**config.mk**
```make
export PLATFORM = sky130hd
export DESIGN_NAME = vtap_path
export DESIGN_NICKNAME = d
export VERILOG_FILES = /design/src/design/vtap_pkg.sv /design/src/design/vtap_path.sv
export SDC_FILE = /design/constraint.sdc
export NUM_CORES = 1
export LEC_CHECK = 0
export BUFFER_PORTS_ARGS = -buffer_cell sky130_fd_sc_hd__buf_2
export CAP_MARGIN = 10
export CORE_MARGIN = 2
export CORE_UTILIZATION = 25
export DETAILED_ROUTE_END_ITERATION = 10
export HOLD_SLACK_MARGIN = 0.05
export SLEW_MARGIN = 15
export SYNTH_ARGS = -nofsm -noshare
export SYNTH_HDL_FRONTEND = slang
export SYNTH_SLANG_ARGS = --single-unit
```
**constraint.sdc**
```tcl
create_clock -name sys_clk -period 2.95 [get_ports sys_clk]
set_clock_uncertainty 0.2 [all_clocks]
set_input_delay 0.1475 -clock sys_clk [delete_from_list [all_inputs] [get_ports sys_clk]]
set_output_delay 0.1475 -clock sys_clk [all_outputs]
set_load 0.02 [all_outputs]
```
**src/design/vtap_pkg.sv**
```systemverilog
// Package for the video DRAM transfer and address path.
// Assumes one 100 MHz clock, synchronous to the video RAM shift clock.
package vtap_pkg;
   localparam int ROW_W = 11;
   localparam int COL_W = 11;
   localparam int BANK_W = 2;
   localparam int NUM_BANKS = 4;

   // Register offsets (byte addresses)
   localparam logic [7:0] OFF_CONFIG = 8'h00;
   localparam logic [7:0] OFF_STATUS = 8'h04;
   localparam logic [7:0] OFF_ADDR = 8'h08;

   // Config field positions
   localparam int CFG_LATCH = 0;
   localparam int CFG_STROBE_MODE = 1;
   localparam int CFG_PIPE = 2;
   localparam int CFG_PSEL_LO = 3;
   localparam int CFG_PSEL_HI = 4;
   localparam int CFG_CSE0 = 5;
   localparam int CFG_DUAL = 6;
   localparam int CFG_W = 7;
   localparam logic [CFG_W-1:0] CFG_RESET = 7'h00;

   // Transfer cycle ends at this rising edge after the strobe asserts
   localparam logic [2:0] XFER_EDGES = 3'h4;

   typedef struct packed {
      logic [BANK_W-1:0] bank;
      logic [ROW_W-1:0] row;
      logic [COL_W-1:0] col;
   } vtap_addr_t;

   localparam vtap_addr_t ADDR_RESET = '0;

   typedef enum logic [1:0] {
      DP_IDLE,
      DP_WAIT,
      DP_LOAD
   } vtap_dp_t;
endpackage

```
**src/design/vtap_path.sv**
```systemverilog
// Transfer-cycle sequencing, address latches, column advance and pipelining.
// Assumes host inputs synchronous to sys_clk; memory timing (column phase,
// hold met, bank precharge) comes from the surrounding controller.
// Behaviour
// - Advance request until load end blocks refresh and second-port requests.
// - Shift load strobe asserts transfer output enable at once.
// - Enable-0 clear: transfer output enable follows the strobe.
// - Enable-0 set: release on strobe release or fourth edge.
// - Write indicator ignored by transfer logic until column strobe releases.
// - Latch mode bit picks capturing latches or permanent transparency.
// - Pulse mode: latch enable high opens, its fall captures.
// - Strobe mode: transparent until address strobe asserts, which captures.
// - Column advance increments latched column, wrapping to zero.
// - Dual port: first port latches one or two edges after grant falls.
// - Second port latches on its request, or edges after grant rises.
// - Pipelining puts next row out after hold and accepts new start.
// - Pipelining only on first port.
// - Pipelining: ack drops with access request; stall on new start.
// - Same-bank or refresh still delays the access for precharge.
// - Strobe also forces stall and holds ack inactive during transfer.
`timescale 1ns/1ps
module vtap_path
   import vtap_pkg::*;
(
   input wire logic sys_clk,
   input wire logic reset,
   input wire logic [7:0] regAddr,
   input wire logic [31:0] regWdata,
   input wire logic regWrite,
   input wire logic regRead,
   output logic [31:0] regRdata,
   input wire logic shiftLoadAdvanceRequest,
   input wire logic shiftLoadStrobe,
   input wire logic writeIndicator,
   input wire logic accessRequest,
   input wire logic addressStrobe,
   input wire logic addressLatchEnable,
   input wire logic chipSelect,
   input wire logic columnAdvance,
   input wire logic columnStrobeActive,
   input wire logic columnPhase,
   input wire logic columnHoldMet,
   input wire logic accessReady,
   input wire logic refreshInProgress,
   input wire logic refreshRequest,
   input wire logic [NUM_BANKS-1:0] bankPrecharging,
   input wire logic secondPortGrant,
   input wire logic secondPortAccessRequest,
   input wire vtap_addr_t firstPortAddr,
   input wire vtap_addr_t secondPortAddr,
   output logic transferOutputEnable,
   output logic stallOutput,
   output logic dataAckOutput,
   output logic hostAccessBusy,
   output logic refreshAllowed,
   output logic secondPortAllowed,
   output logic accessStart,
   output logic [ROW_W-1:0] memAddr,
   output vtap_addr_t latchedAddr
);
   logic [CFG_W-1:0] cfg_q;
   logic [2:0] xferCnt_q;
   logic xferExpired;
   logic xferToe;
   logic strobePrev_q;
   logic xferHold_q;
   logic wiFrozen_q;
   logic wiEff;
   logic casPrev_q;
   logic advPending_q;
   logic strobeOpen_q;
   logic transparent;
   vtap_addr_t hold_q;
   vtap_addr_t liveAddr;
   logic grantPrev_q;
   logic reqBPrev_q;
   vtap_dp_t dpState_q;
   logic dpEdge;
   logic dpLoad;
   logic pipeOn;
   logic accessPrev_q;
   logic newStart;
   logic bankBusy;
   logic [ROW_W-1:0] memAddr_d;
   logic [ROW_W-1:0] memAddr_q;

   // Register port
   always_ff @(posedge sys_clk or posedge reset) begin
      if (reset) begin
         cfg_q <= CFG_RESET;
      end else if (regWrite && regAddr == OFF_CONFIG) begin
         cfg_q <= regWdata[CFG_W-1:0];
      end
   end

   always_ff @(posedge sys_clk or posedge reset) begin
      if (reset) begin
         regRdata <= 32'h0000_0000;
      end else if (regRead) begin
         unique case (regAddr)
            OFF_CONFIG: regRdata <= {25'h000_0000, cfg_q};
            OFF_STATUS: regRdata <= {26'h000_0000, dpLoad, pipeOn, transparent,
                                     xferHold_q, hostAccessBusy, xferToe};
            OFF_ADDR: regRdata <= {8'h00, latchedAddr};
            default: regRdata <= 32'h0000_0000;
         endcase
      end else begin
         regRdata <= 32'h0000_0000;
      end
   end

   // Transfer cycle timer: counts rising edges since the strobe asserted
   always_ff @(posedge sys_clk or posedge reset) begin
      if (reset) begin
         xferCnt_q <= 3'h0;
         strobePrev_q <= 1'b0;
      end else begin
         strobePrev_q <= shiftLoadStrobe;
         if (!shiftLoadStrobe) begin
            xferCnt_q <= 3'h0;
         end else if (xferCnt_q != XFER_EDGES) begin
            xferCnt_q <= xferCnt_q + 3'h1;
         end
      end
   end

   assign xferExpired = cfg_q[CFG_CSE0] && xferCnt_q == XFER_EDGES;
   assign xferToe = shiftLoadStrobe && !xferExpired;

   // Freeze the write indicator until the column strobe releases
   always_ff @(posedge sys_clk or posedge reset) begin
      if (reset) begin
         xferHold_q <= 1'b0;
         wiFrozen_q <= 1'b0;
         casPrev_q <= 1'b0;
      end else begin
         casPrev_q <= columnStrobeActive;
         if (shiftLoadStrobe && !xferHold_q) begin
            xferHold_q <= 1'b1;
            wiFrozen_q <= writeIndicator;
         end else if (casPrev_q && !columnStrobeActive && !shiftLoadStrobe) begin
            xferHold_q <= 1'b0;
         end
      end
   end

   assign wiEff = xferHold_q ? wiFrozen_q : writeIndicator;
   // Outside transfers the line is the read output enable
   assign transferOutputEnable = xferToe
      || (!xferHold_q && accessRequest && columnStrobeActive && !wiEff);

   // Arbitration hold from advance request to the end of the load
   always_ff @(posedge sys_clk or posedge reset) begin
      if (reset) begin
         advPending_q <= 1'b0;
      end else if (shiftLoadAdvanceRequest) begin
         advPending_q <= 1'b1;
      end else if (strobePrev_q && !xferToe) begin
         advPending_q <= 1'b0;
      end
   end

   assign hostAccessBusy = shiftLoadAdvanceRequest || advPending_q || xferToe;
   assign refreshAllowed = refreshRequest && !hostAccessBusy;
   assign secondPortAllowed = secondPortAccessRequest && !hostAccessBusy;

   // Strobe mode latch opening
   always_ff @(posedge sys_clk or posedge reset) begin
      if (reset) begin
         strobeOpen_q <= 1'b1;
      end else if (addressStrobe) begin
         strobeOpen_q <= 1'b0;
      end else if (!accessRequest) begin
         strobeOpen_q <= 1'b1;
      end
   end

   always_comb begin
      if (!cfg_q[CFG_LATCH]) begin
         transparent = 1'b1;
      end else if (cfg_q[CFG_DUAL] && secondPortGrant) begin
         transparent = 1'b0;
      end else if (cfg_q[CFG_STROBE_MODE]) begin
         transparent = strobeOpen_q && !addressStrobe;
      end else begin
         transparent = addressLatchEnable;
      end
   end

   // Grant change that calls for a capture of the newly granted port
   assign dpEdge = cfg_q[CFG_DUAL] && grantPrev_q != secondPortGrant
      && (secondPortGrant || accessRequest);

   // Dual port capture sequencing: one extra edge when precharge select is set
   always_ff @(posedge sys_clk or posedge reset) begin
      if (reset) begin
         dpState_q <= DP_IDLE;
         grantPrev_q <= 1'b0;
         reqBPrev_q <= 1'b0;
      end else begin
         grantPrev_q <= secondPortGrant;
         reqBPrev_q <= secondPortAccessRequest;
         unique case (dpState_q)
            DP_IDLE: begin
               if (dpEdge && cfg_q[CFG_PSEL_LO]) begin
                  dpState_q <= DP_LOAD;
               end
            end
            DP_WAIT, DP_LOAD: dpState_q <= DP_IDLE;
         endcase
      end
   end

   // First or second edge after the grant change, per precharge select
   assign dpLoad = (dpState_q == DP_LOAD)
      || (dpState_q == DP_IDLE && dpEdge && !cfg_q[CFG_PSEL_LO])
      || (cfg_q[CFG_DUAL] && secondPortGrant && grantPrev_q
          && secondPortAccessRequest && !reqBPrev_q);

   assign liveAddr = (cfg_q[CFG_DUAL] && secondPortGrant) ? secondPortAddr
                                                          : firstPortAddr;

   // Address hold with column advance
   always_ff @(posedge sys_clk or posedge reset) begin
      if (reset) begin
         hold_q <= ADDR_RESET;
      end else if (dpLoad || transparent) begin
         hold_q <= liveAddr;
      end else if (columnAdvance && !refreshInProgress) begin
         hold_q.col <= hold_q.col + 1'b1;
      end
   end

   assign latchedAddr = transparent ? liveAddr : hold_q;

   // Pipelining
   assign pipeOn = cfg_q[CFG_PIPE] && !(cfg_q[CFG_DUAL] && secondPortGrant);
   assign newStart = cfg_q[CFG_STROBE_MODE] ? addressStrobe
                                            : addressLatchEnable && chipSelect;
   assign bankBusy = bankPrecharging[latchedAddr.bank] || refreshInProgress;

   always_ff @(posedge sys_clk or posedge reset) begin
      if (reset) begin
         accessPrev_q <= 1'b0;
      end else begin
         accessPrev_q <= accessRequest;
      end
   end

   // New start while the current access is sustained only when pipelining
   assign accessStart = newStart && !bankBusy && !xferToe
      && (!accessPrev_q || pipeOn);

   assign stallOutput = xferToe
      || (pipeOn && newStart)
      || (accessRequest && (bankBusy || !accessReady));
   assign dataAckOutput = accessRequest && accessReady && !bankBusy
      && !xferToe && !(pipeOn && newStart);

   always_comb begin
      if (pipeOn && columnHoldMet) begin
         memAddr_d = firstPortAddr.row;
      end else if (columnPhase) begin
         memAddr_d = latchedAddr.col;
      end else begin
         memAddr_d = latchedAddr.row;
      end
   end

   always_ff @(posedge sys_clk or posedge reset) begin
      if (reset) begin
         memAddr_q <= '0;
      end else begin
         memAddr_q <= memAddr_d;
      end
   end

   assign memAddr = memAddr_q;

   // Checks
   AST_TOE_AT_ONCE: assert property (@(posedge sys_clk) disable iff (reset)
      $rose(shiftLoadStrobe) |-> transferOutputEnable)
      else $error("transfer enable late on strobe");
   AST_TOE_FOLLOWS: assert property (@(posedge sys_clk) disable iff (reset)
      !cfg_q[CFG_CSE0] && shiftLoadStrobe |-> transferOutputEnable)
      else $error("transfer enable not following strobe");
   AST_TOE_FOURTH: assert property (@(posedge sys_clk) disable iff (reset)
      cfg_q[CFG_CSE0] && $rose(shiftLoadStrobe) ##1 shiftLoadStrobe[*3]
      ##1 (shiftLoadStrobe && $stable(cfg_q)) |-> !xferToe)
      else $error("transfer enable not released at fourth edge");
   AST_BLOCK_ARB: assert property (@(posedge sys_clk) disable iff (reset)
      $fell(xferToe) |-> !refreshAllowed && !secondPortAllowed)
      else $error("arbiter not held after advance request");
   AST_WI_FROZEN: assert property (@(posedge sys_clk) disable iff (reset)
      xferHold_q && $stable(xferHold_q) |-> $stable(wiEff))
      else $error("write indicator reached transfer logic");
   AST_COL_INC: assert property (@(posedge sys_clk) disable iff (reset)
      !transparent && !dpLoad && columnAdvance && !refreshInProgress
      |=> hold_q.col == $past(hold_q.col) + 11'h001)
      else $error("column not advanced");
   AST_STROBE_CAPTURE: assert property (@(posedge sys_clk) disable iff (reset)
      cfg_q[CFG_LATCH] && cfg_q[CFG_STROBE_MODE] && !cfg_q[CFG_DUAL]
      && addressStrobe |-> !transparent)
      else $error("strobe did not close latch");
   AST_ACK_DROP: assert property (@(posedge sys_clk) disable iff (reset)
      !accessRequest |-> !dataAckOutput)
      else $error("ack held without access request");
   AST_PRECHARGE: assert property (@(posedge sys_clk) disable iff (reset)
      bankPrecharging[latchedAddr.bank] |-> !accessStart && !dataAckOutput)
      else $error("access not delayed for precharge");
   AST_XFER_STALL: assert property (@(posedge sys_clk) disable iff (reset)
      xferToe |-> stallOutput && !dataAckOutput)
      else $error("no wait during transfer");
endmodule

```
**Word level (Yosys, flattened, before mapping)**

Index checks and enable logic that the tools add are counted.

- Word-level logic and storage cells: 124
- Output and inout port bits: 74
- Bits of input ports: 112
- Bits in registers: 88

- Muxes and demuxes: 25
- Equal/unequal tests: 10
- $add $sub $neg: 2
- $lt $le $gt $ge: 1
- Reduce and logical (&&, ||, !) cells: 69

Operator list:

| cell | count |
|---|---|
| case mux 24 bit (3 select lines) | 1 |
| two-way mux 24 bit | 2 |
| two-way mux 11 bit | 4 |
| logical AND 1 bit | 35 |
| two-way mux 32 bit | 1 |
| logical NOT 1 bit | 16 |
| logical OR 1 bit | 12 |
| two-way mux 1 bit | 12 |
| adder 11 x 1 -> 11 bit (second input constant) | 1 |
| equality test 8 x 3 -> 1 bit (second input constant) | 1 |
| equality test 8 x 4 -> 1 bit (second input constant) | 1 |
| logical NOT 8 bit | 1 |
| two-way mux 3 bit | 2 |
| nonzero test 2 bit | 3 |
| != test 2 x 1 -> 1 bit (second input constant) | 2 |
| case mux 2 bit (2 select lines) | 1 |
| adder 3 x 1 -> 3 bit (second input constant) | 1 |
| equality test 3 bit (second input constant) | 1 |
| less-than comparator 2 x 3 -> 1 bit (second input constant) | 1 |
| != test 3 bit (second input constant) | 1 |
| binary-select mux 1 bit (select 2 bit) | 1 |
| equality test 2 x 1 -> 1 bit (second input constant) | 1 |
| equality test 2 bit (second input constant) | 1 |
| logical NOT 2 bit | 1 |
| 4 further kinds | 4 |

**Depth between registers and ports, before layout**

Gate-level depths: netlist (run 1).

- Depth in word-level cells: 13
- Mapped depth: 9
- Mapped depth without buffers: 7

**Worst setup path after synthesis (run 1)**

OpenSTA, ideal clock, no wires.

- Path kind: flip-flop to output port
- Start: register strobeOpen_q
- End: output stallOutput
- Required time: 2.602 ns
- Cell stages (with the launch flop): 7
- Path buffers: 0
- Path slack: 0.520 ns
- Arrival time: 2.083 ns
- Path through: dfstp_2 -> nand3b_4 -> a21oi_4 -> nor2_2 -> a221o_2 -> nor3b_1 -> o31ai_1

RTL lines:

| what | RTL line | source |
|---|---|---|
| start, declared | vtap_path.sv:71 | `logic strobeOpen_q;` |
| start signal, assigned | vtap_path.sv:170 | `strobeOpen_q <= 1'b1;` |
| start signal, assigned | vtap_path.sv:172 | `strobeOpen_q <= 1'b0;` |
| start signal, assigned | vtap_path.sv:174 | `strobeOpen_q <= 1'b1;` |
| end, declared | vtap_path.sv:52 | `output logic stallOutput,` |

**Final worst setup path (run 1)**

- Start: register cfg_q[1]
- End: output dataAckOutput

- Word-level cells in the longest chain between the ends: 11
- Elaborated cells on any way between the ends: 14
- Classes of those cells: mux: 7; reduce/logical: 7

RTL lines:

| what | RTL line | source |
|---|---|---|
| start, declared | vtap_path.sv:61 | `logic [CFG_W-1:0] cfg_q;` |
| start signal, assigned | vtap_path.sv:92 | `cfg_q <= regWdata[CFG_W-1:0];` |
| two-way mux 1 bit | vtap_path.sv:183 | `end else if (cfg_q[CFG_STROBE_MODE]) begin` |
| two-way mux 1 bit | vtap_path.sv:181 | `end else if (cfg_q[CFG_DUAL] && secondPortGrant) begin` |
| two-way mux 1 bit | vtap_path.sv:179 | `if (!cfg_q[CFG_LATCH]) begin` |
| two-way mux 24 bit | vtap_path.sv:234 | `assign latchedAddr = transparent ? liveAddr : hold_q;` |
| binary-select mux 1 bit (select 2 bit) | vtap_path.sv:240 | `assign bankBusy = bankPrecharging[latchedAddr.bank] \|\| refreshInProgress;` |
| two-way mux 1 bit (implied by the code) | vtap_path.sv:240 |  |
| logical OR 1 bit | vtap_path.sv:240 |  |
| logical NOT 1 bit | vtap_path.sv:257 | `assign dataAckOutput = accessRequest && accessReady && !bankBusy` |
| logical AND 1 bit | vtap_path.sv:257 |  |
| logical AND 1 bit | vtap_path.sv:258 | `&& !xferToe && !(pipeOn && newStart);` |
| logical AND 1 bit * | vtap_path.sv:258 |  |
| end, declared | vtap_path.sv:53 | `output logic dataAckOutput,` |

Mark *: on every way between the ends. The rest lies on a longest branch, timed or not. The select of a mux whose other input is x is not followed.

==> results of run 1 <==
## area by class of cell
type	count	area share, %
clock inverters	5	0.546
flip-flops and latches	78	31.6
clock buffers	11	4.08
repair buffers	236	25.7
multi-input cells	308	31.7
well taps	220	4.45
inverters	31	1.90
## sequential cells by signal (all words and copies together), names as in the netlist, 3 cells and up
signal	cells
regRdata	24
memAddr	11
cfg_q	7
xferCnt_q	3
hold_q	24
## kinds of logic after synthesis
kind of cell               share of synthesized area, %
adders and majority gates                         0.903
other                                            0.0902
xor gates and xnor gates                           2.32
muxes                                              11.4
DFF                                                47.0
buffers and inverters                              6.68
and+or+nand+nor                                    15.9
AOI/OAI and AO/OA                                  15.7
## per-layer routing
metal	part of all wire, %	global-route usage, %	vias to the layer above
met1	44	18.8	1837
met2	49	25.3	114
li1	-	-	1936
met4	2.6	6.69	0
met3	4.6	3.30	24
met5	0	0	-
## what timing repair did
item	4_1_cts	5_1_grt
endpoints found under the setup margin	0	4
hold buffers	72	0
hold endpoints to repair	85	0
buffers inserted	0	3
resized for setup	0	6
## how the worst max path moves through the flow
stage,from,end,slack [ns],depth (start not counted)
floorplan,strobeOpen_q$_DFFE_PP1P_,stallOutput,0.52,6
global placement,cfg_q[1]$_DFFE_PP0P_,dataAckOutput,0.43,7
finish,cfg_q[1]$_DFFE_PP0P_,dataAckOutput,0.13,7
detailed placement,cfg_q[1]$_DFFE_PP0P_,dataAckOutput,0.42,7
CTS,secondPortGrant,dataAckOutput,0.03,10
global route,cfg_q[1]$_DFFE_PP0P_,dataAckOutput,0.01,7
## power breakdown
| part | internal, mW | total [mW] | switching (mW) |
|---|---|---|---|
| Clock | 0.613 | 1.06 | 0.444 |
| Combinational | 0.288 | 0.646 | 0.358 |
| Sequential | 1.14 | 1.19 | 0.0497 |
| Total | 2.04 | 2.89 | 0.851 |
## stage by stage
stage | std cells | setup slack (ns) | area [um2]
floorplan | 447 | 0.520 | 4180
global placement | 798 | 0.428 | 5140
detailed placement | 798 | 0.417 | 5140
CTS | 886 | 0.0251 | 6150
global route | 889 | 0.0121 | 6190
finish | 889 | 0.128 | 6190
## tightest hold or removal path, cell delays in order
cell and delay [ns]:
buf_2 0.07, nor2_1 0.03, nand2_1 0.12, nor2_1 0.12
o21a_1 0.12
## placed cells by master (no fill, tap or decap), drive strengths merged, types with 2 or more instances in the layout
cell type	Yosys	routed
nor3	3	3
a31oi	8	8
dlygate4sd3	0	72
ha	3	3
xor2	6	6
nand2	25	25
nand3	9	9
mux2	14	14
clkbuf	12	11
dfrtp	77	77
nor4	2	2
and2	7	7
conb	1	8
mux2i	31	31
clkinv	0	4
nor3b	2	2
buf	18	164
nor2b	4	4
a221o	2	2
xnor2	5	5
o211ai	7	7
a21oi	34	34
nand2b	4	4
o21ai	40	40
o21a	9	9
nor2	58	58
clkinvlp	0	2
inv	31	30
or2	7	7
and3	5	5
and4	2	2
==> run metrics, run 1 <==
status completed; most frequent cell after synthesis dfrtp_1; worst vdd ir between 200 and 300 uV; CP Buf/Inv Count 1; Slew headroom between 40% and 50%; Worst-Skew Late Latency 0.34 ns; critical-path maximum fanout 6; drt drc 0; Async SR Flop Fraction 100%; root buf cell clkbuf_16; syn_area_per_cell 9.45 um2; Hold/Removal Path Class in2reg; CTS tree done; Worst setup EP type output port; Final Util between 30% and 40%; Fin. Hold Viols 0; critical path launch point type flip-flop; DRT antenna net count 0; Detail Placement HPWL roughly 9400 um; total wire length ~13,000 um; Initial DRC Count 120; Final nets 779; Max Cap Viol 0; Post-Synthesis Cell Area approximately 4200 um2; r2r setup slk around 0.27 ns; Req. time, crit path around 2.6 ns; Port Buffer Count approximately 150; Min Hold Slack 0.101 ns; Synth area leaders dfrtp_1 (46%), mux2i_1 (7.5%), nor2_1 (5.1%), o21ai_0 (4.7%), a21oi_1 (4.0%); Setup-failing EPs final 0; post-synth top area share ~46%; Yosys top cell by area dfrtp_1; number of global-route vias before repair 3,854; # diodes 0; First-pass DRT Iterations 4; Slowest cell on crit path dfrtp_2; layout cells sized above 1 about a third; RR Endpoint regRdata[6]$_DFF_PP0_; Routability Congestion 0.789; Warnings, synthesis 0; Core ar. 16,400 um2; Total GRT Usage roughly 15%; DR vias/cell 4.40; # IOs ~190; #FFs+latches synth around 80; unrepaired setup endpoints after global routing false; Yosys cell types 54; Reg area a little under 2000 um2; Static Leak 3.15 nW; Layout area overhead 48.8%; fillcell total approximately 1,600; Hold Startpoint regAddr[0]; row count 47; r2r startpoint strobeOpen_q$_DFFE_PP1P_; DR vias 3,911; CP cell instances nand2b_4 -> and3_1 -> a221oi_4 -> mux2_2 -> mux2i_2 -> and4bb_2 -> buf_2; initial antenna violation count 0; Post-Syn Instances 440; path type of the worst setup path reg2out; H-tree depth 3; Initial Utilization 25.3%; worst r2r path cells 10; crit-path leading delay family simple AND/OR/NAND/NOR gates; CTS Sinks 78; WP data arrival 2.47 ns; global-route wire length before repair ~20,000 um; Multi-input gate area between 1500 and 2000 um2; CTS buffer count 9; Final Slew Violations 0; highest achievable clock rate approximately 350 MHz; total power per unit cell area around 470 nW/um2; Worst-Margin Slew roughly 0.84 ns; overall power roughly 2.9 mW; sequential element share of the synthesized area a little under half; Tcrit/Tclk final a little over nine tenths; pin count of the biggest net entering global routing 46; hold path cells 5; die height 133 um; Routed wire per std cell roughly 15 um; Fin Setup TNS 0 ns; Bufs on Longest Clock Path 2; Post-synth top cells dfrtp_1 (77), nor2_1 (57), o21ai_0 (39); full die area 17,700 um2; hold path endpoint regRdata[2]$_DFF_PP0_; max incr delay on CP roughly 0.46 ns; ys flop type dfrtp_1; Reg clk slew, reported paths 0.06 ns; Post-synth EDFFs 0; global route total overflow 0; fin crit period approximately 2.8 ns; Die X 133 um
No activity file was read; power rests on OpenSTA's default activity.
==> inputs of run 2 (changes only) <==
--- a/config.mk
+++ b/config.mk
@@ -11,6 +11,7 @@
 export CORE_UTILIZATION = 25
 export DETAILED_ROUTE_END_ITERATION = 10
 export HOLD_SLACK_MARGIN = 0.05
+export PLACE_DENSITY_LB_ADDON = 0.3
 export SLEW_MARGIN = 15
 export SYNTH_ARGS = -nofsm -noshare
 export SYNTH_HDL_FRONTEND = slang
==> run 2 against run 1 <==
  * Combinational power hardly changed
  * Largest cell class unchanged
  * Core utilization is 0.35 points lower
  * Count of clock-buffer cells in the layout shrank 1
  * Power grew 0.47%
  * First-iteration DRC count rose by 110%
  * Sequential share of layout area increased by 0.28 points
  * Flip-flop and latch count stayed put
  * Critical path type unchanged
  * Critical path depth stayed put
==> run metrics, run 2 (synthesized netlist as in run 1, its figures left out) <==
global-route wire length before repair 21,200 um (+2.9%); Pint 2.06 mW (+1.1%); DR vias 4,022 (+2.8%); combinational share of power 22.1% (-0.2 points); r2r setup slk 0.19 ns (-0.08 ns); crit path from cfg_q[1]$_DFFE_PP0P_; Final Slew Violations 0 (unchanged); most common cell after layout, fill and taps aside buf_2; CTS tree done; sequential fraction of design power 41.0% (about the same); CTS Sinks 78 (unchanged); Die X 133 um (unchanged); # IOs 186 (unchanged); global route total overflow 0 (unchanged); CTS buffer count 9 (unchanged); Detail Placement HPWL 9760 um (+4.2%); clock power share 36.9% (+0.4 points); Hold/Removal Path Class in2reg; Initial DRC Count 255 (+110%); Routability Congestion 0.806 (+2.2%); row count 47 (unchanged); drt drc 0 (unchanged); RR Endpoint memAddr[6]$_DFF_PP0_; total power per unit cell area 474 nW/um2 (+1.4%); Bufs on Longest Clock Path 2 (unchanged); Fin Setup TNS 0 ns (unchanged); Layout area overhead 47.4%; Reg area 1950 um2 (about the same); Reg clk slew, reported paths 0.06 ns (about the same); Min Hold Slack 0.0753 ns (-0.0252 ns); Slew headroom 41.4% (-2.3 points); WP data arrival 2.47 ns (about the same); Final Util 37.4% (-0.35 points); First-pass DRT Iterations 4 (unchanged); pin count of the biggest net entering global routing 46 (unchanged); fin crit period 2.81 ns (-0.00780 ns); fillcell total 1,672 (+2.3%); H-tree depth 3 (unchanged); overall power 2.91 mW (+0.47%); Sw Pwr 0.843 mW (-0.98%); full die area 17,700 um2 (unchanged); Req. time, crit path 2.60 ns (about the same); Routed wire per std cell 15.4 um (+4.6%); number of global-route vias before repair 3,941 (+2.3%); worst r2r path cells 8 (-2); critical path launch point type flip-flop; status completed; Port Buffer Count 152 (unchanged); total wire length 13,600 um (+4.0%); Worst setup EP type output port; Fin. Hold Viols 0 (unchanged); Worst-Margin Slew 0.880 ns (+0.0351 ns); most frequent cells in the layout buf_2 (152), dfrtp_1 (77), dlygate4sd3_1 (71), nor2_1 (57), o21ai_0 (39); die height 133 um (unchanged); DRT antenna net count 0 (unchanged); crit path capture dataAckOutput; initial antenna violation count 0 (unchanged); highest achievable clock rate 355 MHz (+0.28%); r2r startpoint strobeOpen_q$_DFFE_PP1P_; Tcrit/Tclk final 95.4% (-0.26 points); layout cells sized above 1 31.0% (-0.96 points); DR vias/cell 4.55 (+3.4%); Worst-Skew Late Latency 0.34 ns (about the same); Post-Layout Inst Area 6130 um2 (-0.93%); Setup-failing EPs final 0 (unchanged); path type of the worst setup path reg2out; critical-path maximum fanout 6 (unchanged); Static Leak 3.12 nW (-0.95%); unrepaired setup endpoints after global routing false; Core ar. 16,400 um2 (unchanged); Total GRT Usage 15.6% (+0.43 points); Max Cap Viol 0 (unchanged); Final nets 776 (-0.39%); worst vdd ir 267 uV (-3.5%); Initial Utilization 25.3% (unchanged); # diodes 0 (unchanged); Multi-input gate area 1950 um2 (-0.38%); root buf cell clkbuf_16; Sw Ratio 29.0% (-0.42 points); placed cell area 5120 um2 (-0.39%)
[run 2: changes by cell type in the layout (fill, tap and decap cells not counted), sizes merged]
cell	change
buf	-2
bufinv	+1
clkbuf	-1
clkinv	-2
dlygate4sd3	-1
[run 2: stage by stage]
stage	setup slack, ns	cells
floorplan	0.520	447
finish	0.136	884
global route	0.00835	884
detailed placement	0.337	797
global placement	0.437	797
CTS	0.0536	882
[run 2: what timing repair did]
action | CTS | global route
gates resized for setup | 0 | 2
hold buffers | 71 | 0
endpoints found under the hold margin | 84 | 0
setup buffers | 0 | 2
endpoints found under the setup margin | 0 | 4
[run 2: power groups by stage]
| stage | Sequential, mW | Combinational [mW] | Clock (mW) |
|---|---|---|---|
| floorplan | 1.22 | 0.346 | 0 |
| global placement | 1.21 | 0.553 | 0 |
| detailed placement | 1.21 | 0.565 | 0 |
| CTS | 1.19 | 0.643 | 1.10 |
| global route | 1.20 | 0.705 | 1.14 |
| finish | 1.19 | 0.643 | 1.07 |
[run 2: cell type report]
| class | instances | share of cell area (%) |
|---|---|---|
| inverters | 31 | 1.92 |
| flip-flops and latches | 78 | 31.9 |
| multi-input cells | 308 | 31.9 |
| repair buffers | 233 | 25.3 |
| clock inverters | 4 | 0.816 |
| clock buffers | 10 | 3.74 |
| well taps | 220 | 4.49 |
[run 2: critical path: stages, from the launching register on]
cell      delay [ns]
dfrtp_1         0.46
nand2b_4        0.20
and3_1          0.21
a221oi_4        0.34
mux2_1          0.38
mux2i_1         0.16
and4bb_2        0.23
buf_2           0.16
[run 2: worst min path at each step]
stage	start	endpoint	slack, ns	cells past startpoint
final	columnPhase	memAddr[3]$_DFF_PP0_	0.08	3
after global routing	columnPhase	memAddr[4]$_DFF_PP0_	0.11	3
after CTS	columnPhase	memAddr[3]$_DFF_PP0_	0.06	3
after detailed placement	reset	regRdata[22]$_DFF_PP0_	-0.0009	2
after global placement	reset	memAddr[6]$_DFF_PP0_	0.006	2
after floorplan	addressStrobe	strobeOpen_q$_DFFE_PP1P_	-0.02	1
[run 2: routing by layer]
| metal | vias to the layer above | part of all wire [%] | GRT usage (%) |
|---|---|---|---|
| li1 | 1929 | - | - |
| met1 | 1945 | 43 | 19.6 |
| met2 | 134 | 50 | 26.7 |
| met3 | 14 | 5.4 | 3.14 |
| met4 | 0 | 1.6 | 5.26 |
| met5 | - | 0 | 0 |
==> inputs of run 3 (changes only) <==
--- a/config.mk
+++ b/config.mk
@@ -9,10 +9,11 @@
 export CAP_MARGIN = 10
 export CORE_MARGIN = 2
 export CORE_UTILIZATION = 25
+export CTS_BUF_LIST = sky130_fd_sc_hd__clkbuf_8
 export DETAILED_ROUTE_END_ITERATION = 10
 export HOLD_SLACK_MARGIN = 0.05
 export PLACE_DENSITY_LB_ADDON = 0.3
-export SLEW_MARGIN = 15
+export SLEW_MARGIN = 20
 export SYNTH_ARGS = -nofsm -noshare
 export SYNTH_HDL_FRONTEND = slang
 export SYNTH_SLANG_ARGS = --single-unit
==> run 3 against run 2 <==
  * Final cell count grew 0.34%
  * Combinational power grew 0.8%
  * Clock power shrank 28%
  * Setup slack gained 0.0041 ns
  * Via count shrank 0.55%
  * Routed wire length grew 0.79%
  * Maximum frequency grew 0.15%
  * Flip-flop and latch count is the same
==> run metrics, run 3 (synthesized netlist as in run 1, its figures left out) <==
Req. time, crit path 2.60 ns (about the same); WP data arrival 2.46 ns (about the same); Final nets 779 (+0.39%); Worst setup EP type output port; Post-Layout Inst Area 6060 um2 (-1.1%); Setup-failing EPs final 0 (unchanged); CTS tree done; total wire length 13,700 um (+0.79%); worst vdd ir 171 uV (-36%); Tcrit/Tclk final 95.3% (-0.14 points); CTS Sinks 78 (unchanged); DR vias 4,000 (-0.55%); status completed; pin count of the biggest net entering global routing 46 (unchanged); critical-path maximum fanout 6 (unchanged); total power per unit cell area 430 nW/um2 (-9.2%); Core ar. 16,400 um2 (unchanged); number of global-route vias before repair 3,950 (+0.23%); Port Buffer Count 152 (unchanged); most frequent cells in the layout buf_2 (152), dfrtp_1 (76), dlygate4sd3_1 (74), nor2_1 (57), o21ai_0 (39); Initial DRC Count 231 (-9.4%); Worst-Margin Slew 0.861 ns (-0.0182 ns); fillcell total 1,682 (+0.60%); critical path launch point type flip-flop; Final Slew Violations 0 (unchanged); Detail Placement HPWL 9760 um (unchanged); First-pass DRT Iterations 6 (+2); DR vias/cell 4.51 (-0.88%); DRT antenna net count 0 (unchanged); path type of the worst setup path reg2out; Static Leak 3.09 nW (-0.90%); Multi-input gate area 1960 um2 (+0.19%); Routability Congestion 0.806 (unchanged); most common cell after layout, fill and taps aside buf_2; Reg area 1950 um2 (about the same); Die X 133 um (unchanged); initial antenna violation count 0 (unchanged); unrepaired setup endpoints after global routing false; full die area 17,700 um2 (unchanged); Bufs on Longest Clock Path 2 (unchanged); placed cell area 5120 um2 (unchanged); global route total overflow 0 (unchanged); Fin Setup TNS 0 ns (unchanged); highest achievable clock rate 356 MHz (+0.15%); root buf cell clkbuf_8; layout cells sized above 1 31.2% (+0.16 points); Max Cap Viol 0 (unchanged); Reg clk slew, reported paths 0.08 ns (+0.02 ns); Hold/Removal Path Class in2reg; Initial Utilization 25.3% (unchanged); Worst-Skew Late Latency 0.36 ns (+0.02 ns); Slew headroom 42.6% (+1.2 points); Routed wire per std cell 15.5 um (+0.45%); # IOs 186 (unchanged); Total GRT Usage 15.7% (+0.14 points); # diodes 0 (unchanged); Fin. Hold Viols 0 (unchanged); global-route wire length before repair 21,400 um (+0.75%); Layout area overhead 45.8%; drt drc 0 (unchanged); CTS buffer count 9 (unchanged); H-tree depth 3 (unchanged); Final Util 37.0% (-0.40 points); fin crit period 2.81 ns (-0.00413 ns); die height 133 um (unchanged); row count 47 (unchanged)
run 3: worst paths after layout:
check | end | depth (start not counted) | slack (ns) | start
max | dataAckOutput | 7 | 0.14 | cfg_q[1]$_DFFE_PP0P_
min | memAddr[0]$_DFF_PP0_ | 3 | 0.08 | columnPhase
max reg2reg | regRdata[6]$_DFF_PP0_ | 8 | 0.19 | strobeOpen_q$_DFFE_PP1P_
min reg2reg | dpState_q[1]$_DFFE_PP0P_ | 1 | 0.24 | dpState_q[1]$_DFFE_PP0P_
max in group asynchronous | hold_q[7]$_DFFE_PP0P_ | 4 | 1.66 | reset
min in group asynchronous | hold_q[1]$_DFFE_PP0P_ | 3 | 0.14 | reset
run 3: timing repair:
item / in CTS / in global routing
hold buffers: 74 / 0
buffers inserted: 0 / 2
setup endpoints to repair: 0 / 6
gates resized for setup: 0 / 4
hold endpoints to repair: 87 / 0
run 3: metrics by stage:
step           hold slack [ns]  setup WS [ns]  total power [mW]  cells
2_1_floorplan          -0.0231          0.520              1.57    447
3_3_place_gp           0.00607          0.437              1.76    797
3_5_place_dp         -0.000887          0.337              1.78    797
4_1_cts                 0.0577         0.0204              2.63    885
5_1_grt                 0.0833        0.00979              2.75    887
6_report                0.0847          0.140              2.61    887
run 3: report_power, final:
part / internal [mW] / switching, mW / leakage [nW]
clock: 0.377 / 0.393 / 0.0884
sequential: 1.14 / 0.0531 / 0.963
combinational: 0.283 / 0.365 / 2.04
run 3: critical path, stage by stage, from the launching register on:
cell and delay, ns:
dfrtp_2 0.46, nand2b_4 0.18, and3_1 0.21, a221oi_4 0.34, mux2_1 0.38, mux2i_1 0.16, and4bb_2 0.23, buf_2 0.16
run 3: routing by layer:
metal,wire length [um],GRT usage [%],part of all wire [%]
met5,0,0,0
met4,283,5.26,2.1
met3,749,3.10,5.5
met2,6780,26.8,49
met1,5920,19.9,43
run 3: cell type report:
| type | instances | share of cell area [%] |
|---|---|---|
| Clock buffer | 9 | 2.04 |
| Clock inverter | 5 | 0.887 |
| Inverter | 31 | 1.94 |
| Multi-Input combinational cell | 308 | 32.3 |
| Sequential cell | 78 | 32.2 |
| Tap cell | 220 | 4.54 |
| Timing Repair Buffer | 236 | 26.1 |
